===== src/dtbam_pkg.sv =====
// Package: constants and types for the data transfer bus master controller
package dtbam_pkg;
	// ------------------------------------------------------------
	// Address modifier codes
	// ------------------------------------------------------------
	localparam logic [5:0] AM_STD_SUP_ASC = 6'h3F;
	localparam logic [5:0] AM_STD_SUP_PRG = 6'h3E;
	localparam logic [5:0] AM_STD_SUP_DAT = 6'h3D;
	localparam logic [5:0] AM_STD_NP_ASC = 6'h3B;
	localparam logic [5:0] AM_STD_NP_PRG = 6'h3A;
	localparam logic [5:0] AM_STD_NP_DAT = 6'h39;
	localparam logic [5:0] AM_SHT_SUP_IO = 6'h2D;
	localparam logic [5:0] AM_SHT_NP_IO = 6'h29;
	localparam logic [5:0] AM_EXT_SUP_ASC = 6'h0F;
	localparam logic [5:0] AM_EXT_SUP_PRG = 6'h0E;
	localparam logic [5:0] AM_EXT_SUP_DAT = 6'h0D;
	localparam logic [5:0] AM_EXT_NP_ASC = 6'h0B;
	localparam logic [5:0] AM_EXT_NP_PRG = 6'h0A;
	localparam logic [5:0] AM_EXT_NP_DAT = 6'h09;
	localparam logic [5:0] AM_USER_LO = 6'h10;
	localparam logic [5:0] AM_USER_HI = 6'h1F;

	// ------------------------------------------------------------
	// Widths and address masks
	// ------------------------------------------------------------
	localparam int AW = 31;
	localparam int DW = 32;
	localparam logic [AW-1:0] MASK_A16 = 31'h00007FFF;
	localparam logic [AW-1:0] MASK_A24 = 31'h007FFFFF;
	localparam logic [AW-1:0] MASK_A32 = 31'h7FFFFFFF;
	localparam logic [AW-1:0] ADDR_ZERO = 31'h00000000;
	localparam logic [DW-1:0] DATA_ZERO = 32'h00000000;
	localparam logic [5:0] AM_ZERO = 6'h00;

	// ------------------------------------------------------------
	// Types
	// ------------------------------------------------------------
	typedef enum logic [1:0]
	{
		DTBAM_CLS_SPEC = 2'h0,
		DTBAM_CLS_USER = 2'h1,
		DTBAM_CLS_RSVD = 2'h2
	} dtbam_class_t;

	typedef enum logic [1:0]
	{
		DTBAM_W_SHORT = 2'h0,
		DTBAM_W_STD = 2'h1,
		DTBAM_W_EXT = 2'h2,
		DTBAM_W_NONE = 2'h3
	} dtbam_width_t;

	typedef enum logic [2:0]
	{
		DTBAM_IDLE = 3'h0,
		DTBAM_SETUP = 3'h1,
		DTBAM_STROBE = 3'h2,
		DTBAM_RELEASE = 3'h3,
		DTBAM_ERROR = 3'h4
	} dtbam_state_t;
endpackage


===== src/dtbam_am_if.sv =====
// Interface: decoded address modifier fields between decoder and master
`timescale 1ns/1ns
interface dtbam_am_if;
	logic [5:0] am;
	dtbam_pkg::dtbam_class_t cls;
	dtbam_pkg::dtbam_width_t width;
	logic superv;
	logic ascend;
	logic legal;

	modport dec
	(
		input am,
		output cls,
		output width,
		output superv,
		output ascend,
		output legal
	);
	modport user
	(
		output am,
		input cls,
		input width,
		input superv,
		input ascend,
		input legal
	);
endinterface


===== src/dtbam_am_dec.sv =====
// Module: combinational address modifier code classifier
`timescale 1ns/1ns
module dtbam_am_dec
(
	dtbam_am_if.dec amb // Modifier code in, decoded fields out
);
	// ------------------------------------------------------------
	// Classification
	// ------------------------------------------------------------
	// Sort every one of the 64 codes into spec, user or reserved
	always_comb
	begin
		amb.cls = dtbam_pkg::DTBAM_CLS_RSVD;
		amb.width = dtbam_pkg::DTBAM_W_NONE;
		amb.superv = 1'b0;
		amb.ascend = 1'b0;
		case (amb.am)
			dtbam_pkg::AM_STD_SUP_ASC, dtbam_pkg::AM_STD_SUP_PRG,
			dtbam_pkg::AM_STD_SUP_DAT:
			begin
				amb.cls = dtbam_pkg::DTBAM_CLS_SPEC;
				amb.width = dtbam_pkg::DTBAM_W_STD;
				amb.superv = 1'b1;
				amb.ascend = (amb.am == dtbam_pkg::AM_STD_SUP_ASC);
			end
			dtbam_pkg::AM_STD_NP_ASC, dtbam_pkg::AM_STD_NP_PRG,
			dtbam_pkg::AM_STD_NP_DAT:
			begin
				amb.cls = dtbam_pkg::DTBAM_CLS_SPEC;
				amb.width = dtbam_pkg::DTBAM_W_STD;
				amb.ascend = (amb.am == dtbam_pkg::AM_STD_NP_ASC);
			end
			dtbam_pkg::AM_SHT_SUP_IO, dtbam_pkg::AM_SHT_NP_IO:
			begin
				amb.cls = dtbam_pkg::DTBAM_CLS_SPEC;
				amb.width = dtbam_pkg::DTBAM_W_SHORT;
				amb.superv = (amb.am == dtbam_pkg::AM_SHT_SUP_IO);
			end
			dtbam_pkg::AM_EXT_SUP_ASC, dtbam_pkg::AM_EXT_SUP_PRG,
			dtbam_pkg::AM_EXT_SUP_DAT:
			begin
				amb.cls = dtbam_pkg::DTBAM_CLS_SPEC;
				amb.width = dtbam_pkg::DTBAM_W_EXT;
				amb.superv = 1'b1;
				amb.ascend = (amb.am == dtbam_pkg::AM_EXT_SUP_ASC);
			end
			dtbam_pkg::AM_EXT_NP_ASC, dtbam_pkg::AM_EXT_NP_PRG,
			dtbam_pkg::AM_EXT_NP_DAT:
			begin
				amb.cls = dtbam_pkg::DTBAM_CLS_SPEC;
				amb.width = dtbam_pkg::DTBAM_W_EXT;
				amb.ascend = (amb.am == dtbam_pkg::AM_EXT_NP_ASC);
			end
			default:
			begin
				if (amb.am >= dtbam_pkg::AM_USER_LO && amb.am <= dtbam_pkg::AM_USER_HI)
				begin
					amb.cls = dtbam_pkg::DTBAM_CLS_USER;
				end
			end
		endcase
	end

	// User codes are legal for local use; reserved codes are never issued
	assign amb.legal = (amb.cls != dtbam_pkg::DTBAM_CLS_RSVD);
endmodule


===== src/dtbam_master.sv =====
// Module: bus master driving address, modifier and strobes with interlocked release
`timescale 1ns/1ns
// ------------------------------------------------------------
// Function
// - Drive A01..A15, A01..A23 or A01..A31 by address width of the code
// - All six modifier lines are driven on every transfer
// - No A00 line; word address on A01 up, bytes picked by strobes
// - Write: present address, modifier, data, then drop address and data strobes
// - Read: present address and modifier, data undriven, then drop strobes
// - Master holds strobes until acknowledge or bus error arrives
// - Read data captured only on acknowledge, never on bus error
// - Bus error leads to error handling, otherwise next cycle may start
// - Standard supervisory: 3F ascending, 3E program, 3D data
// - Standard non-privileged: 3B ascending, 3A program, 39 data
// - Short I/O: 2D supervisory, 29 non-privileged
// - Extended supervisory: 0F ascending, 0E program, 0D data
// - Extended non-privileged: 0B ascending, 0A program, 09 data
// - 64 codes are spec, user 10..1F, or reserved without function
// - Odd strobe selects D00..D07, even strobe D08..D15, replacing A00
// ------------------------------------------------------------
module dtbam_master
(
	input wire logic clock, // System clock
	input wire logic arst_n, // Asynchronous reset, active low
	input wire logic req_valid, // Request a transfer, level
	input wire logic req_write, // 1 write, 0 read
	input wire logic [5:0] req_am, // Modifier code to issue
	input wire logic [30:0] req_addr, // Word address A01..A31 in bits 0..30
	input wire logic req_lword, // Longword transfer
	input wire logic req_odd_en, // Odd byte lane wanted
	input wire logic req_even_en, // Even byte lane wanted
	input wire logic [31:0] req_wdata, // Write data
	input wire logic err_clear, // Leave error handling, pulse
	output logic req_ready, // Ready to take a request
	output logic done, // Cycle finished, one cycle pulse
	output logic done_err, // Finished cycle ended in bus error
	output logic reject, // Request refused, high each cycle a refused request is held
	output logic err_hold, // In error handling
	output logic [31:0] rdata, // Captured read data
	output logic [30:0] bus_addr, // Address lines A01..A31
	output logic [5:0] bus_am, // Modifier lines
	output logic bus_as_n, // Address strobe
	output logic bus_ds0_n, // Odd byte strobe
	output logic bus_ds1_n, // Even byte strobe
	output logic bus_lword_n, // Longword select
	output logic bus_write_n, // Read/write select
	output logic bus_iack_n, // Interrupt acknowledge, held high
	output logic [31:0] bus_d_o, // Data out
	output logic bus_d_oe, // Data drive enable
	input wire logic [31:0] bus_d_i, // Data in
	input wire logic bus_dtack_n, // Data acknowledge from slave
	input wire logic bus_berr_n // Bus error from slave
);
	// ------------------------------------------------------------
	// Declarations
	// ------------------------------------------------------------
	dtbam_am_if amb ();
	dtbam_pkg::dtbam_state_t state_q;
	logic accept;
	logic [30:0] addr_mask;
	logic answered;
	logic req_odd_en_q;
	logic req_even_en_q;

	// Masks the word address to the width of the modifier code
	function automatic logic [30:0] width_mask(input dtbam_pkg::dtbam_width_t w);
		case (w)
			dtbam_pkg::DTBAM_W_SHORT: width_mask = dtbam_pkg::MASK_A16;
			dtbam_pkg::DTBAM_W_STD: width_mask = dtbam_pkg::MASK_A24;
			default: width_mask = dtbam_pkg::MASK_A32;
		endcase
	endfunction

	// ------------------------------------------------------------
	// Modifier decode
	// ------------------------------------------------------------
	assign amb.am = req_am;
	dtbam_am_dec u_dec
	(
		.amb(amb)
	);

	// Legal code and at least one strobe wanted; reserved codes refused
	assign accept = req_valid && (state_q == dtbam_pkg::DTBAM_IDLE) && amb.legal
		&& (req_odd_en || req_even_en);
	assign addr_mask = width_mask(amb.width);
	assign answered = !bus_dtack_n || !bus_berr_n;

	// ------------------------------------------------------------
	// Cycle sequencer
	// ------------------------------------------------------------
	// Interlocked master cycle
	always_ff @(posedge clock or negedge arst_n)
	begin
		if (!arst_n)
		begin
			state_q <= dtbam_pkg::DTBAM_IDLE;
		end
		else
		begin
			case (state_q)
				dtbam_pkg::DTBAM_IDLE:
					if (accept)
						state_q <= dtbam_pkg::DTBAM_SETUP;
				dtbam_pkg::DTBAM_SETUP:
					state_q <= dtbam_pkg::DTBAM_STROBE;
				dtbam_pkg::DTBAM_STROBE:
					if (answered)
						state_q <= dtbam_pkg::DTBAM_RELEASE;
				dtbam_pkg::DTBAM_RELEASE:
					if (bus_dtack_n && bus_berr_n)
						state_q <= bus_write_n ? dtbam_pkg::DTBAM_IDLE : dtbam_pkg::DTBAM_IDLE;
				dtbam_pkg::DTBAM_ERROR:
					if (err_clear)
						state_q <= dtbam_pkg::DTBAM_IDLE;
				default:
					state_q <= dtbam_pkg::DTBAM_IDLE;
			endcase
			if (state_q == dtbam_pkg::DTBAM_RELEASE && bus_dtack_n && bus_berr_n && done_err)
				state_q <= dtbam_pkg::DTBAM_ERROR;
		end
	end

	// ------------------------------------------------------------
	// Address, modifier and control lines
	// ------------------------------------------------------------
	// Latch address and code at request; all six modifier lines driven
	always_ff @(posedge clock or negedge arst_n)
	begin
		if (!arst_n)
		begin
			bus_addr <= dtbam_pkg::ADDR_ZERO;
			bus_am <= dtbam_pkg::AM_ZERO;
			bus_lword_n <= 1'b1;
			bus_write_n <= 1'b1;
			bus_iack_n <= 1'b1;
		end
		else if (accept)
		begin
			bus_addr <= req_addr & addr_mask;
			bus_am <= req_am;
			bus_lword_n <= !req_lword;
			bus_write_n <= !req_write;
			bus_iack_n <= 1'b1;
		end
	end

	// Strobes fall one cycle after address settles, rise after the answer
	always_ff @(posedge clock or negedge arst_n)
	begin
		if (!arst_n)
		begin
			bus_as_n <= 1'b1;
			bus_ds0_n <= 1'b1;
			bus_ds1_n <= 1'b1;
		end
		else if (state_q == dtbam_pkg::DTBAM_SETUP)
		begin
			bus_as_n <= 1'b0;
			bus_ds0_n <= !(req_odd_en_q || bus_lword_n == 1'b0);
			bus_ds1_n <= !(req_even_en_q || bus_lword_n == 1'b0);
		end
		else if (state_q == dtbam_pkg::DTBAM_STROBE && answered)
		begin
			bus_as_n <= 1'b1;
			bus_ds0_n <= 1'b1;
			bus_ds1_n <= 1'b1;
		end
	end

	// Lane choice held from request to strobe
	always_ff @(posedge clock or negedge arst_n)
	begin
		if (!arst_n)
		begin
			req_odd_en_q <= 1'b0;
			req_even_en_q <= 1'b0;
		end
		else if (accept)
		begin
			req_odd_en_q <= req_odd_en;
			req_even_en_q <= req_even_en;
		end
	end

	// ------------------------------------------------------------
	// Data lines
	// ------------------------------------------------------------
	// Write data driven from request until the slave releases acknowledge and bus error
	always_ff @(posedge clock or negedge arst_n)
	begin
		if (!arst_n)
		begin
			bus_d_o <= dtbam_pkg::DATA_ZERO;
			bus_d_oe <= 1'b0;
		end
		else if (accept)
		begin
			bus_d_o <= req_wdata;
			bus_d_oe <= req_write;
		end
		else if (state_q == dtbam_pkg::DTBAM_RELEASE && bus_dtack_n && bus_berr_n)
		begin
			bus_d_oe <= 1'b0;
		end
	end

	// Read data taken only on acknowledge
	always_ff @(posedge clock or negedge arst_n)
	begin
		if (!arst_n)
			rdata <= dtbam_pkg::DATA_ZERO;
		else if (state_q == dtbam_pkg::DTBAM_STROBE && !bus_dtack_n && bus_berr_n && bus_write_n)
			rdata <= bus_d_i;
	end

	// ------------------------------------------------------------
	// User status
	// ------------------------------------------------------------
	// Completion, error and refusal flags
	always_ff @(posedge clock or negedge arst_n)
	begin
		if (!arst_n)
		begin
			done <= 1'b0;
			done_err <= 1'b0;
			reject <= 1'b0;
			req_ready <= 1'b0;
			err_hold <= 1'b0;
		end
		else
		begin
			done <= state_q == dtbam_pkg::DTBAM_RELEASE && bus_dtack_n && bus_berr_n;
			if (state_q == dtbam_pkg::DTBAM_STROBE && answered)
				done_err <= !bus_berr_n;
			reject <= req_valid && (state_q == dtbam_pkg::DTBAM_IDLE) && !accept;
			req_ready <= (state_q == dtbam_pkg::DTBAM_IDLE) && !accept;
			err_hold <= (state_q == dtbam_pkg::DTBAM_ERROR && !err_clear)
				|| (state_q == dtbam_pkg::DTBAM_RELEASE && bus_dtack_n && bus_berr_n && done_err);
		end
	end
endmodule


===== config.mk =====
export PLATFORM = sky130hd
export DESIGN_NAME = dtbam_master
export DESIGN_NICKNAME = d
export VERILOG_FILES = /design/src/dtbam_pkg.sv /design/src/dtbam_am_if.sv /design/src/dtbam_am_dec.sv /design/src/dtbam_master.sv
export SDC_FILE = /design/constraint.sdc
export NUM_CORES = 1
export LEC_CHECK = 0
export ABC_AREA = 1
export BUFFER_PORTS_ARGS = -buffer_cell sky130_fd_sc_hd__clkbuf_2
export CORE_MARGIN = 5
export CORE_UTILIZATION = 30
export CTS_BUF_LIST = sky130_fd_sc_hd__clkbuf_2 sky130_fd_sc_hd__clkbuf_4 sky130_fd_sc_hd__clkbuf_8
export DETAILED_ROUTE_END_ITERATION = 7
export PLACE_DENSITY = 0.55
export SLEW_MARGIN = 20
export SYNTH_ARGS = -nofsm -noshare
export SYNTH_HDL_FRONTEND = slang
export SYNTH_HIERARCHICAL = 1
export SYNTH_SLANG_ARGS = --single-unit

===== constraint.sdc =====
create_clock -name clock -period 1.4 [get_ports clock]
set_input_delay 0.07 -clock clock [delete_from_list [all_inputs] [get_ports clock]]
set_output_delay 0.07 -clock clock [all_outputs]
set_load 0.02 [all_outputs]

==> impl_summary.log <==
INFO  metric grt_first_pass_wirelength = between 20,000 and 25,000 um
INFO  metric synth.avg_cell_area = slightly below 9 um2
INFO  metric vias_per_cell = 4.16
INFO  metric report.final.setup_viol = 7
INFO  metric clock-skew-final = ~0.01 ns
INFO  metric ctsRootBufferMaster = clkbuf_8
INFO  metric placeable_core_area = ~15,000 um2
INFO  metric route.detailed.drc = 0
INFO  metric via_count = between 4,000 and 5,000
INFO  metric dr.pass1.iters = 4
INFO  metric cts_inserted_buffers = 17
INFO  metric holdCritPathClass = in -> async
INFO  metric critical_path_cell_count = 7
INFO  metric cp_max_delay_cell = dfrtp_1
INFO  metric fin_tns_setup = -0.0596 ns
INFO  metric finalMaxSlewViolations = 0
INFO  metric routedWlPerCell = about 14 um
INFO  metric multi_input_comb_area = 1450 um2
INFO  metric numClockSinks = ~120
INFO  metric routed_wl = between 15,000 and 20,000 um
INFO  metric initial_utilization = 0.307
INFO  metric critPathArrivalTime = ~1.8 ns
INFO  metric clkSlewWorstSetupHoldPaths = about 0.070 ns
INFO  metric floorplan.die.height = roughly 130 um
INFO  metric synth_cells = roughly 530
INFO  metric filler_cell_count = between 1,000 and 1,500
INFO  metric grt-ovfl-total = 0
INFO  metric worst-path-max-fanout = 37
INFO  metric globalplace.congestion = around 0.74
INFO  metric rsz0062_at_grt = yes
INFO  metric i_o_pin_cnt = 224
INFO  metric power.leakage = roughly 4.4 nW
INFO  metric critical_path_required = 1.73 ns
INFO  metric reg2regPathDepth = 7
INFO  metric rr_startpoint = state_q[2]
INFO  metric register_area = 2930 um2
INFO  metric crit-reg2reg-capture = bus_d_o[20]
INFO  metric yosysWarningCount = 6
INFO  metric antenna_found_initial = 0
INFO  metric crit_path_start = state_q[2]
INFO  metric cellPowerDensity = around 2000 nW/um2
INFO  metric drive_above_1_share = 0.339
INFO  metric placement.setup.worst_slack = -0.256 ns
INFO  metric tritoncts = done
INFO  metric vias_in_the_first_global_route = 4,622
INFO  metric grt_max_degree = 65
INFO  metric setup.worst_path.end_class = flip-flop
INFO  metric crit_type = reg -> reg
INFO  metric hold_violations = 0
INFO  metric rows = 45
INFO  metric run_status = finished with violations
INFO  metric regToRegSetupSlack = -0.02 ns
INFO  metric cts-htree-levels = 4
INFO  metric mappedNetlistArea = ~4700 um2
INFO  metric clock_latency = roughly 0.44 ns
INFO  metric finish.net_count = approximately 1,000
INFO  metric grt_total_usage = 0.160
INFO  metric cp_num_buf_inv = 2
INFO  metric mappedNetlistNets = around 640
INFO  metric max-clock-path-buffers = 2
INFO  metric post-route-worst-setup-slack = -0.0154 ns
INFO  metric post_dp_cell_area = 6160 um2
INFO  metric final_cells = 1,110
INFO  metric launching_element_type_of_the_critical_path = flip-flop
INFO  metric dp_hpwl = around 9500 um
INFO  metric die_width = roughly 130 um
INFO  metric fmax = around 710 MHz
INFO  metric post-route-period-util = 1.01
INFO  metric fp.dieArea = 18,200 um2
INFO  metric initialDrtViolationCount = ~180
INFO  metric path_cells = nor2_4 > nand3_4 > nor2_4 > inv_4 > buf_12 > nand2_1 > nand2_1
INFO  metric port-buffer-count = 222
INFO  metric timing.critical_path.to = bus_d_o[20]
INFO  metric irDropWorstVdd = between 0.9 and 1 mV
INFO  metric crit_path_max_incr_delay = between 0.4 and 0.5 ns
INFO  metric failed_checks = setup timing
INFO  metric path_delay_family = simple AND/OR/NAND/NOR gates
INFO  metric max_cap_viol_count = 0
INFO  metric design_area = 7900 um2
INFO  metric route.antenna.remaining_nets = 0
INFO  metric numPlacedInstances = 962
INFO  metric period_needed = 1.42 ns
INFO  metric antenna_cells_inserted = 0
INFO  metric area_overhead_of_the_layout_relative_to_synthesis = 68.9%
-- cell usage in the layout (no fill, tap or decap), types with 3 or more instances in the layout --
cell             n
dfstp_2          5
nand3_1         18
nor2_2           4
clkbuf_8        19
bufinv_16        6
dfrtp_1        112
nand3_2          4
nor2_1          14
nand2_1        245
clkinvlp_4       3
o21ai_0          6
clkbuf_2       221
inv_1           46
dlygate4sd3_1  110
buf_12           8
o21ai_1         35
buf_4           17
-- routing by layer --
metal	share of wire	GRT usage
met4	0.012	0.0498
met1	0.42	0.192
met2	0.48	0.262
met3	0.091	0.0674
met5	0	0
-- worst min path at each step --
stage / to / depth (start not counted)
after global placement: rdata[0] / 1
final: rdata[0] / 2
after CTS: rdata[0] / 2
after detailed placement: rdata[0] / 1
after global routing: rdata[0] / 2
after floorplan: bus_addr[0] / 0
-- through the flow --
step,hold WS (ns),utilization,total power [mW]
detailed placement,-0.0172,0.404,11.5
global route,0.0484,0.518,16.8
global placement,-0.0205,0.404,11.5
finish,0.0574,0.518,15.7
CTS,0.0261,0.509,15.7
floorplan,-0.226,-,9.14
-- registers in the layout, indices dropped and copies added (netlist names) --
name and count:
bus_d_o 32, rdata 32, bus_addr 31, bus_am 6, state_q 3, bus_as_n 1, bus_d_oe 1, bus_ds0_n 1
bus_ds1_n 1, bus_lword_n 1, bus_write_n 1, done 1, done_err 1, err_hold 1, reject 1, req_even_en_q 1
req_odd_en_q 1, req_ready 1
-- where the power goes --
| part | leakage (nW) | internal (mW) | switching (mW) |
|---|---|---|---|
| Sequential | 1.47 | 4.92 | 0.844 |
| Clock | 0.239 | 2.42 | 1.46 |
| Combinational | 2.72 | 2.22 | 3.88 |
| Total | 4.42 | 9.56 | 6.19 |
-- cell type report --
| cell class | instances | share of cell area |
|---|---|---|
| Clock inverter | 12 | 0.0285 |
| Clock buffer | 20 | 0.0340 |
| Multi-Input combinational cell | 340 | 0.184 |
| Sequential cell | 117 | 0.371 |
| Timing Repair Buffer | 360 | 0.325 |
| Inverter | 50 | 0.0241 |
| Tap cell | 211 | 0.0334 |
-- worst register-to-register path, stage by stage (launching register included) --
cell and delay [ns]:
dfrtp_1 0.41, nor2_4 0.17, nand3_4 0.09, nor2_4 0.22, inv_4 0.09, buf_12 0.18, nand2_1 0.11, nand2_1 0.06
-- repair_timing --
item,in CTS,in global routing
hold buffers,110,0
resized for setup,2,11
setup buffers,0,3
hold endpoints to repair,225,0
endpoints found under the setup margin,27,103
gates cloned,0,3
No activity file was read; power rests on OpenSTA's default activity.
